$ cat config.mk
export PLATFORM = sky130hd
export DESIGN_NAME = power_down_wake_control
export DESIGN_NICKNAME = d
export VERILOG_FILES = /design/src/pkg/pwr_pkg.sv /design/src/pkg/sync_if.sv /design/src/rtl/pin_sync.sv /design/src/rtl/power_down_wake_control.sv
export SDC_FILE = /design/constraint.sdc
export NUM_CORES = 1
export LEC_CHECK = 0
export ABC_AREA = 1
export BUFFER_PORTS_ARGS = -buffer_cell sky130_fd_sc_hd__buf_2
export CAP_MARGIN = 10
export CORE_UTILIZATION = 40
export CTS_BUF_LIST = sky130_fd_sc_hd__clkbuf_8 sky130_fd_sc_hd__clkbuf_16
export CTS_CLUSTER_DIAMETER = 30
export CTS_CLUSTER_SIZE = 40
export DETAILED_ROUTE_END_ITERATION = 10
export GPL_ROUTABILITY_DRIVEN = 0
export PLACE_DENSITY = 0.72
export REMOVE_ABC_BUFFERS = 1
export SLEW_MARGIN = 20
export SYNTH_ARGS = -nofsm -noshare
export SYNTH_HDL_FRONTEND = slang
export SYNTH_SLANG_ARGS = --single-unit
export TNS_END_PERCENT = 100
$ cat constraint.sdc
create_clock -name i_clk -period 1.6 [get_ports i_clk]
set_input_delay 0.08 -clock i_clk [delete_from_list [all_inputs] [get_ports i_clk]]
set_output_delay 0.08 -clock i_clk [all_outputs]
set_load 0.02 [all_outputs]
$ cat src/pkg/pwr_pkg.sv
// Package with register map, field positions, reset values and states of the power-down control.
package pwr_pkg;
  // Index of the power configuration register and its byte address on the bus.
  localparam logic [11:0] PWR_CFG_IDX = 12'h087;
  localparam logic [11:0] PWR_CFG_ADDR = 12'(PWR_CFG_IDX * 4);
  // Wake enable register index and byte address.
  localparam logic [11:0] WAKE_EN_IDX = 12'h088;
  localparam logic [11:0] WAKE_EN_ADDR = 12'(WAKE_EN_IDX * 4);
  // Status register index and byte address.
  localparam logic [11:0] STATUS_IDX = 12'h089;
  localparam logic [11:0] STATUS_ADDR = 12'(STATUS_IDX * 4);
  // Field positions in the power configuration register.
  localparam int IDLE_BIT = 0;
  localparam int PDREQ_BIT = 1;
  localparam int FLAG0_BIT = 2;
  localparam int FLAG1_BIT = 3;
  // Field positions in the wake enable register.
  localparam int WEN_A_BIT = 0;
  localparam int WEN_B_BIT = 1;
  // Reset values.
  localparam logic [3:0] PWR_CFG_RST = 4'h0;
  localparam logic [1:0] WAKE_EN_RST = 2'h0;
  // Number of synchronised pin inputs: wake line a, wake line b, reset pin.
  localparam int SYNC_W = 3;
  // Operating states of the core power control.
  typedef enum logic [2:0] {
    ST_RUN = 3'b000,
    ST_IDLE = 3'b001,
    ST_PDOWN = 3'b010,
    ST_WAKE_HOLD = 3'b011,
    ST_RST_WIN = 3'b100
  } pwr_state_e;
  // AHB transfer type for a non-sequential transfer.
  localparam logic [1:0] HTRANS_NONSEQ = 2'h2;
endpackage : pwr_pkg

$ cat src/pkg/sync_if.sv
// Interface that carries raw pin levels to the synchroniser and synchronised levels back.
`timescale 1ns/1ps
interface sync_if #(parameter int W = 3);
  logic [W-1:0] raw; // Raw pin levels from outside the clock domain.
  logic [W-1:0] synced; // Levels after two flip-flops.
  // Side that owns the pins and uses the result.
  modport user (output raw, input synced);
  // Side that performs the synchronisation.
  modport syncer (input raw, output synced);
endinterface : sync_if

$ cat src/rtl/pin_sync.sv
// Two flip-flop synchroniser bank for asynchronous pin inputs.
`timescale 1ns/1ps
module pin_sync #(
  parameter int W = 3,
  parameter logic [W-1:0] RST_VAL = '0
) (
  // Clock and reset.
  input wire logic i_clk,
  input wire logic i_rst_n,
  // Pin levels in, synchronised levels out.
  sync_if.syncer sif
);
  logic [W-1:0] meta_ff; // First stage, read only by the second stage.
  logic [W-1:0] sync_ff; // Second stage, safe for logic.

  // Each bit passes two flip-flops before any logic sees it.
  genvar g;
  generate
    for (g = 0; g < W; g++) begin : g_bit
      always_ff @(posedge i_clk) begin
        if (!i_rst_n) begin
          meta_ff[g] <= RST_VAL[g];
          sync_ff[g] <= RST_VAL[g];
        end else begin
          meta_ff[g] <= sif.raw[g];
          sync_ff[g] <= meta_ff[g];
        end
      end
    end
  endgenerate

  assign sif.synced = sync_ff;
endmodule : pin_sync

$ cat src/rtl/power_down_wake_control.sv
// Power-down and wake control with pin state control and an AHB-Lite register slave.
//
// Register access over AHB-Lite and the address map were decided locally.
`timescale 1ns/1ps

// How it works
// - Enter power-down right after request write.
// - Request write is last; core halts until wake.
// - Only the two external lines wake.
// - Enabled wake clears request, restarts clocks.
// - Hold execution until waking line released.
// - Service routine first, then following instruction.
// - Interrupt wake leaves registers and RAM alone.
// - Reset pin clears request asynchronously, restarts clocks.
// - Brief execution, then reset fetches from zero.
// - Brief window blocks RAM, allows port access; here pins keep reset levels while reset pin is high.
// - Reset wake reloads registers, keeps RAM.
// - Reset: port 0 floats, rest drive high.
// - Idle: ports hold, strobes high, port 0 varies.
// - Power-down: ports hold, strobes low, port 0 varies.
// - Request bit is bit one of configuration.
// - Idle and power-down together give power-down.
// - Power-down stops oscillator, freezes clocks, keeps state.
module power_down_wake_control (
  // Clock and synchronous reset from the internal reset sequencer.
  input wire logic i_clk,
  input wire logic i_rst_n,
  // Reset pin, active high, asynchronous.
  input wire logic i_rst_pin,
  // External wake interrupt pins, active low.
  input wire logic i_ext_wake_irq_a_n,
  input wire logic i_ext_wake_irq_b_n,
  // Any enabled core interrupt, used only to leave idle.
  input wire logic i_core_irq,
  // Core pin requests and code location.
  input wire logic i_ext_code,
  input wire logic [7:0] i_port0_out,
  input wire logic i_port0_oe,
  input wire logic [31:0] i_port14_out,
  input wire logic i_ale,
  input wire logic i_program_store_strobe_n,
  // AHB-Lite slave.
  input wire logic i_hsel,
  input wire logic [11:0] i_haddr,
  input wire logic [1:0] i_htrans,
  input wire logic i_hwrite,
  input wire logic [2:0] i_hsize,
  input wire logic [31:0] i_hwdata,
  input wire logic i_hready,
  output logic [31:0] o_hrdata,
  output logic o_hreadyout,
  output logic o_hresp,
  // Clock and core control.
  output logic o_osc_en,
  output logic o_cpu_clk_en,
  output logic o_periph_clk_en,
  output logic o_cpu_halt,
  output logic o_wake_isr_req,
  output logic o_wake_isr_src,
  output logic o_ram_block,
  // Pins.
  output logic [7:0] o_port0_out,
  output logic o_port0_oe,
  output logic [31:0] o_port14_out,
  output logic o_ale,
  output logic o_program_store_strobe_n
);
  import pwr_pkg::*;

  // Synchronised pins.
  sync_if #(.W(SYNC_W)) sif ();
  logic irq_a_n_s; // Wake line a after synchronisation.
  logic irq_b_n_s; // Wake line b after synchronisation.
  logic rst_pin_s; // Reset pin after synchronisation.

  // Registers.
  logic powerdown_request_bit_ff; // Power-down request, cleared asynchronously by the pin.
  logic idle_request_bit_ff; // Idle request.
  logic [1:0] gen_flag_ff; // General purpose flags.
  logic [1:0] wake_en_ff; // Wake enable per external line.
  pwr_state_e state_ff; // Operating state.
  pwr_state_e nxt_state; // Next operating state.
  logic wake_src_ff; // Line that caused the last wake, 1 for line b.

  // Bus address phase capture.
  logic wr_pend_ff; // A write data phase is in progress.
  logic [11:0] wr_addr_ff; // Address of the pending write.

  // Output flops.
  logic [31:0] hrdata_ff;
  logic osc_en_ff;
  logic cpu_clk_en_ff;
  logic periph_clk_en_ff;
  logic cpu_halt_ff;
  logic isr_req_ff;
  logic ram_block_ff;
  logic [7:0] port0_ff;
  logic port0_oe_ff;
  logic [31:0] port14_ff;
  logic ale_ff;
  logic prog_strobe_n_ff;

  // The pin synchroniser releases the reset pin as inactive and the wake lines as idle high.
  assign sif.raw = {i_rst_pin, i_ext_wake_irq_b_n, i_ext_wake_irq_a_n};
  pin_sync #(.W(SYNC_W), .RST_VAL(3'b011)) u_sync (
    .i_clk(i_clk),
    .i_rst_n(i_rst_n),
    .sif(sif)
  );
  assign irq_a_n_s = sif.synced[0];
  assign irq_b_n_s = sif.synced[1];
  assign rst_pin_s = sif.synced[2];

  // Bus decode: a write lands in the data phase that follows its address phase.
  wire addr_phase = i_hsel & i_hready & (i_htrans == HTRANS_NONSEQ);
  wire cfg_wr = wr_pend_ff & (wr_addr_ff == PWR_CFG_ADDR);
  wire wen_wr = wr_pend_ff & (wr_addr_ff == WAKE_EN_ADDR);
  wire pdreq_write_one = cfg_wr & i_hwdata[PDREQ_BIT];
  wire idle_write_one = cfg_wr & i_hwdata[IDLE_BIT];

  // Only the two external lines, when enabled, count as wake causes.
  wire wake_a = wake_en_ff[WEN_A_BIT] & ~irq_a_n_s;
  wire wake_b = wake_en_ff[WEN_B_BIT] & ~irq_b_n_s;
  wire wake_any = wake_a | wake_b;
  wire waking_line_n = wake_src_ff ? irq_b_n_s : irq_a_n_s;

  // Values the registers take this edge, so a read right after a write returns new data.
  wire nxt_pdreq = (state_ff == ST_PDOWN && wake_any) ? 1'b0 :
                   (cfg_wr ? i_hwdata[PDREQ_BIT] : powerdown_request_bit_ff);
  wire nxt_idle = (state_ff == ST_IDLE && i_core_irq) ? 1'b0 :
                  (cfg_wr ? i_hwdata[IDLE_BIT] : idle_request_bit_ff);
  wire [1:0] nxt_gf = cfg_wr ? i_hwdata[FLAG1_BIT:FLAG0_BIT] : gen_flag_ff;
  wire [1:0] nxt_wen = wen_wr ? i_hwdata[1:0] : wake_en_ff;
  wire [31:0] rd_pwr_cfg = {28'h0, nxt_gf, nxt_pdreq, nxt_idle};
  wire [31:0] rd_wen = {30'h0, nxt_wen};
  wire [31:0] rd_status = {24'h0, rst_pin_s, irq_b_n_s, irq_a_n_s, wake_src_ff,
                           1'b0, state_ff};
  wire [31:0] nxt_hrdata = (i_haddr == PWR_CFG_ADDR) ? rd_pwr_cfg :
                           (i_haddr == WAKE_EN_ADDR) ? rd_wen :
                           (i_haddr == STATUS_ADDR) ? rd_status : 32'h0;
  wire rd_take = addr_phase & ~i_hwrite;

  // Next state of the power control.
  always_comb begin
    nxt_state = state_ff;
    case (state_ff)
      ST_RUN: begin
        // Power-down wins over idle when both are written together.
        if (pdreq_write_one) begin
          nxt_state = ST_PDOWN;
        end else if (idle_write_one) begin
          nxt_state = ST_IDLE;
        end
      end
      ST_IDLE: begin
        // Idle ends on any core interrupt or a reset pin.
        if (rst_pin_s) begin
          nxt_state = ST_RST_WIN;
        end else if (i_core_irq) begin
          nxt_state = ST_RUN;
        end
      end
      ST_PDOWN: begin
        // The reset pin has already cleared the request; execution runs until reset takes over.
        if (rst_pin_s) begin
          nxt_state = ST_RST_WIN;
        end else if (wake_any) begin
          nxt_state = ST_WAKE_HOLD;
        end
      end
      ST_WAKE_HOLD: begin
        // Clocks run, but the core waits for the waking line to be released.
        if (rst_pin_s) begin
          nxt_state = ST_RST_WIN;
        end else if (waking_line_n) begin
          nxt_state = ST_RUN;
        end
      end
      ST_RST_WIN: begin
        // Stays until the internal reset resets this block.
        nxt_state = ST_RST_WIN;
      end
      default: begin
        nxt_state = ST_RUN;
      end
    endcase
  end

  // Request bit with direct asynchronous clear from the reset pin.
  always_ff @(posedge i_clk or posedge i_rst_pin) begin
    if (i_rst_pin) begin
      powerdown_request_bit_ff <= 1'b0;
    end else if (!i_rst_n) begin
      powerdown_request_bit_ff <= PWR_CFG_RST[PDREQ_BIT];
    end else begin
      powerdown_request_bit_ff <= nxt_pdreq;
    end
  end

  // Oscillator enable also restarts at once when the reset pin goes high.
  always_ff @(posedge i_clk or posedge i_rst_pin) begin
    if (i_rst_pin) begin
      osc_en_ff <= 1'b1;
    end else if (!i_rst_n) begin
      osc_en_ff <= 1'b1;
    end else begin
      osc_en_ff <= (nxt_state != ST_PDOWN);
    end
  end

  // Software registers; internal reset reloads them, interrupt wake leaves them as they are.
  always_ff @(posedge i_clk) begin
    if (!i_rst_n) begin
      idle_request_bit_ff <= PWR_CFG_RST[IDLE_BIT];
      gen_flag_ff <= PWR_CFG_RST[FLAG1_BIT:FLAG0_BIT];
      wake_en_ff <= WAKE_EN_RST;
    end else begin
      idle_request_bit_ff <= nxt_idle;
      gen_flag_ff <= nxt_gf;
      wake_en_ff <= nxt_wen;
    end
  end

  // State and wake source.
  always_ff @(posedge i_clk) begin
    if (!i_rst_n) begin
      state_ff <= ST_RUN;
      wake_src_ff <= 1'b0;
    end else begin
      state_ff <= nxt_state;
      if (state_ff == ST_PDOWN && wake_any) begin
        wake_src_ff <= ~wake_a;
      end
    end
  end

  // Bus capture and read data; the slave never waits and always answers OKAY.
  always_ff @(posedge i_clk) begin
    if (!i_rst_n) begin
      wr_pend_ff <= 1'b0;
      wr_addr_ff <= 12'h000;
      hrdata_ff <= 32'h0;
    end else begin
      wr_pend_ff <= addr_phase & i_hwrite;
      wr_addr_ff <= i_haddr;
      if (rd_take) begin
        hrdata_ff <= nxt_hrdata;
      end
    end
  end

  // Clock enables, halt, service request and RAM block.
  always_ff @(posedge i_clk) begin
    if (!i_rst_n) begin
      cpu_clk_en_ff <= 1'b1;
      periph_clk_en_ff <= 1'b1;
      cpu_halt_ff <= 1'b0;
      isr_req_ff <= 1'b0;
      ram_block_ff <= 1'b0;
    end else begin
      cpu_clk_en_ff <= (nxt_state != ST_PDOWN) && (nxt_state != ST_IDLE);
      periph_clk_en_ff <= (nxt_state != ST_PDOWN);
      cpu_halt_ff <= (nxt_state != ST_RUN) && (nxt_state != ST_RST_WIN);
      isr_req_ff <= (state_ff == ST_WAKE_HOLD) && (nxt_state == ST_RUN);
      ram_block_ff <= (nxt_state == ST_RST_WIN);
    end
  end

  // Pin states: reset, idle, power-down, or the core's own values.
  wire pin_reset = ~i_rst_n | rst_pin_s;
  wire held = (state_ff == ST_IDLE) || (state_ff == ST_PDOWN);
  wire strobe_hi = (state_ff == ST_IDLE);
  always_ff @(posedge i_clk) begin
    if (pin_reset) begin
      port0_oe_ff <= 1'b0;
      port14_ff <= 32'hFFFFFFFF;
      ale_ff <= 1'b1;
      prog_strobe_n_ff <= 1'b1;
      port0_ff <= 8'h00;
    end else if (held) begin
      port0_oe_ff <= ~i_ext_code & port0_oe_ff;
      ale_ff <= strobe_hi;
      prog_strobe_n_ff <= strobe_hi;
    end else begin
      port0_ff <= i_port0_out;
      port0_oe_ff <= i_port0_oe;
      port14_ff <= i_port14_out;
      ale_ff <= i_ale;
      prog_strobe_n_ff <= i_program_store_strobe_n;
    end
  end

  assign o_hrdata = hrdata_ff;
  assign o_hreadyout = 1'b1;
  assign o_hresp = 1'b0;
  assign o_osc_en = osc_en_ff;
  assign o_cpu_clk_en = cpu_clk_en_ff;
  assign o_periph_clk_en = periph_clk_en_ff;
  assign o_cpu_halt = cpu_halt_ff;
  assign o_wake_isr_req = isr_req_ff;
  assign o_wake_isr_src = wake_src_ff;
  assign o_ram_block = ram_block_ff;
  assign o_port0_out = port0_ff;
  assign o_port0_oe = port0_oe_ff;
  assign o_port14_out = port14_ff;
  assign o_ale = ale_ff;
  assign o_program_store_strobe_n = prog_strobe_n_ff;
endmodule : power_down_wake_control

==> reports/results.txt <==
Setup Skew -> 0.00917 ns
Initial Util -> 0.411
Initial DRC count -> 200
Initial antenna violation count -> 0
Post-synth top area share -> 0.471
GRT Total Usage -> 0.191
Reg2reg setup slack -> 0.10 ns
Count of warnings emitted by yosys -> 0
WL/cell -> 11.9 µm
Layout area overhead -> 40.9%
Die width -> 96.5 µm
Io pins -> 186
Distinct cells, synth -> 31
Fin crit period -> 1.50 ns
Post-DRT Antenna Nets -> 0
Area of the die -> 9300 µm²
Antenna cells -> 0
Std cell rows -> 34
Root buffer cell -> clkbuf_8
Hold WS -> 0.00196 ns
Status -> finished with violations
Primary FF master, synth -> dfxtp_1
Core Area -> 8680 µm²
Count leader, synth -> nand2_1
Top post-synthesis cells by area -> dfxtp_1, nand2_1, nand3_1, buf_4, inv_1
Unrepaired setup endpoints after global routing -> false
WL final -> 9290 µm
Max Fclk -> 0.667 GHz
Hold WC Path Type -> in -> reg
Skew-Pair Late Insertion Delay -> 0.35 ns
Finished Cell Area -> 5030 µm²
DPL Wire Length -> 6000 µm
Via density per instance -> 4.54
EDFF count, synth -> 0
Data arrival, critical path -> 1.79 ns
Asr flop ratio synth -> 0.0233
Port buffer count -> 128
Register area share after synthesis -> 0.486
Clock transition at path regs -> 0.08 ns
Share of cells above drive strength 1 -> 0.278
Post-synthesis cell area -> 3570 µm²
Avg Inst Size Synth -> 7.37 µm²
Global-route wire length before repair -> 13700 µm
Total number of vias -> 3548
Cell Area, Placed -> 4190 µm²
Max clock buf depth -> 2
TritonRoute pass-1 iters -> 10
Number of global-route vias before repair -> 3057
Fin. Hold Viols -> 0
Fin util -> 0.579
Post-CTS Repair Setup Buffers -> 0
Pin count of the biggest net entering global routing -> 43
Post-synthesis instance total -> 484
Hold Path Stages -> 3
Fin crit share -> 0.937
Worst path bufs/invs -> 2
Max cap viols -> 0
Num CTS Buffers -> 9
Layout Nets -> 770
Failing checks -> design-rule violations
CP max stage cell -> dfxtp_1
Synth cell count leaders -> nand2_1, dfxtp_1, inv_1, nand3_1, nor2_1
DIE HEIGHT -> 96.5 µm
Critical path class -> reg -> reg
Worst path required time -> 1.89 ns
Pre-CTS WS -> -0.00145 ns
H-tree depth -> 3
Setup-failing EPs final -> 0
Leak -> 2.56 nW
Worst-path maximum fanout -> 41
Cell Pwr Density -> 935 nW/µm²
Maximum vdd drop -> 0.421 mV
CP Launch Type -> flop
Max Slew Vio Count -> 0
DRC Markers -> 1
CP endpoint kind -> flop
Largest area contributor in the netlist -> dfxtp_1
Synthesis-stage register bit count -> 86
R2R depth -> 7
Non-Filler Instances -> 781
CP cell instances -> nand2_2, nor2_2, inv_2, nand2_4, buf_6, o21ai_0, nor2_1
Placed cell count -> 708
CTS tree -> yes
Min setup slack post-route -> 0.100 ns
Gr ovfl total -> 0
Worst path depth -> 7
Family with the most delay on the worst path -> flip-flops
Clk sink count -> 86
Slowest stage delay, CP -> 0.50 ns
-- layer usage --
metal | up-vias | part of all wire | global-route usage
met2 | 107 | 0.52 | 0.326
met3 | 19 | 0.037 | 0.0391
li1 | 1805 | - | -
met1 | 1617 | 0.42 | 0.236
met4 | 0 | 0.021 | 0.0711
met5 | - | 0 | 0
-- worst paths after layout --
path,from,end
min,i_port0_out[3],o_port0_out[3]$_SDFFE_PP0P_
max,state_ff[1]$_SDFF_PN0_,o_port0_out[7]$_SDFFE_PP0P_
min reg2reg,u_sync.meta_ff[2]$_SDFF_PN0_,u_sync.sif.synced[2]$_SDFF_PN0_
min in group asynchronous,i_rst_pin,powerdown_request_bit_ff$_DFF_PP0_
max reg2reg,state_ff[1]$_SDFF_PN0_,o_port0_out[7]$_SDFFE_PP0P_
max in group asynchronous,i_rst_pin,o_osc_en$_DFF_PP1_
-- where the power goes --
part | total [mW] | leakage [nW] | internal (mW) | switching (mW)
sequential | 2.32 | 0.719 | 2.26 | 0.0614
clock | 1.59 | 0.106 | 0.808 | 0.785
combinational | 0.782 | 1.74 | 0.316 | 0.466
-- state kept, by name, indices dropped and copies added, names as in the netlist, 2 cells and up --
| register | flops |
|---|---|
| gen_flag_ff | 2 |
| o_hrdata | 8 |
| o_port0_out | 8 |
| o_port14_out | 32 |
| state_ff | 3 |
| u_sync.meta_ff | 3 |
| u_sync.sif.synced | 3 |
| wake_en_ff | 2 |
| wr_addr_ff | 12 |
-- timing repair --
item / in CTS / in global routing
gates resized for setup: 1 / 14
hold endpoints to repair: 59 / 0
setup endpoints to repair: 1 / 37
hold buffers: 57 / 0
gates cloned: 0 / 0
pin swaps: 0 / 3
-- kinds of logic (layout without fill, tap and decap cells) --
kind of cell / count (synthesis) / after routing / share of synthesized area
compound gates: 30 / 30 / 0.0484
buf+inv: 101 / 266 / 0.147
flops: 86 / 86 / 0.486
other cells: 2 / 26 / 0.00210
simple gates: 265 / 265 / 0.317
-- metrics by stage --
stage / total power, mW / TNS [ns]
after global routing: 4.93 / 0
after CTS: 4.72 / 0
after global placement: 3.01 / 0
after detailed placement: 3.02 / -0.00145
final: 4.70 / 0
after floorplan: 2.75 / -11.68
-- area by class of cell --
class	instances	area, µm²
clock inverter	5	56.3
tap	108	135
sequential	86	1730
clock buffer	11	151
fill	804	3650
inverter	59	225
timing repair buffer	191	1270
multi-input combinational	321	1450
-- cell usage in the layout (no fill, tap or decap), types with 2 or more instances in the layout --
master,count
o22ai_1,2
nor2_2,8
dfxtp_1,83
inv_2,3
nor3_1,2
buf_4,4
nand2_1,137
inv_1,53
o21ai_0,15
nand3_1,49
buf_2,128
conb_1,26
nand3_2,4
nand2_2,6
nand4_1,2
a21oi_2,2
or2_2,4
clkinv_2,3
dlygate4sd3_1,57
nor2_1,47
a21oi_1,8
clkbuf_8,11
-- worst register-to-register path, stage by stage (launching register included) --
cell,delay (ns)
dfxtp_1,0.50
nand2_2,0.11
nor2_2,0.14
inv_2,0.07
nand2_4,0.08
buf_6,0.27
o21ai_0,0.18
nor2_1,0.09
(Power assumes the default switching activity.)
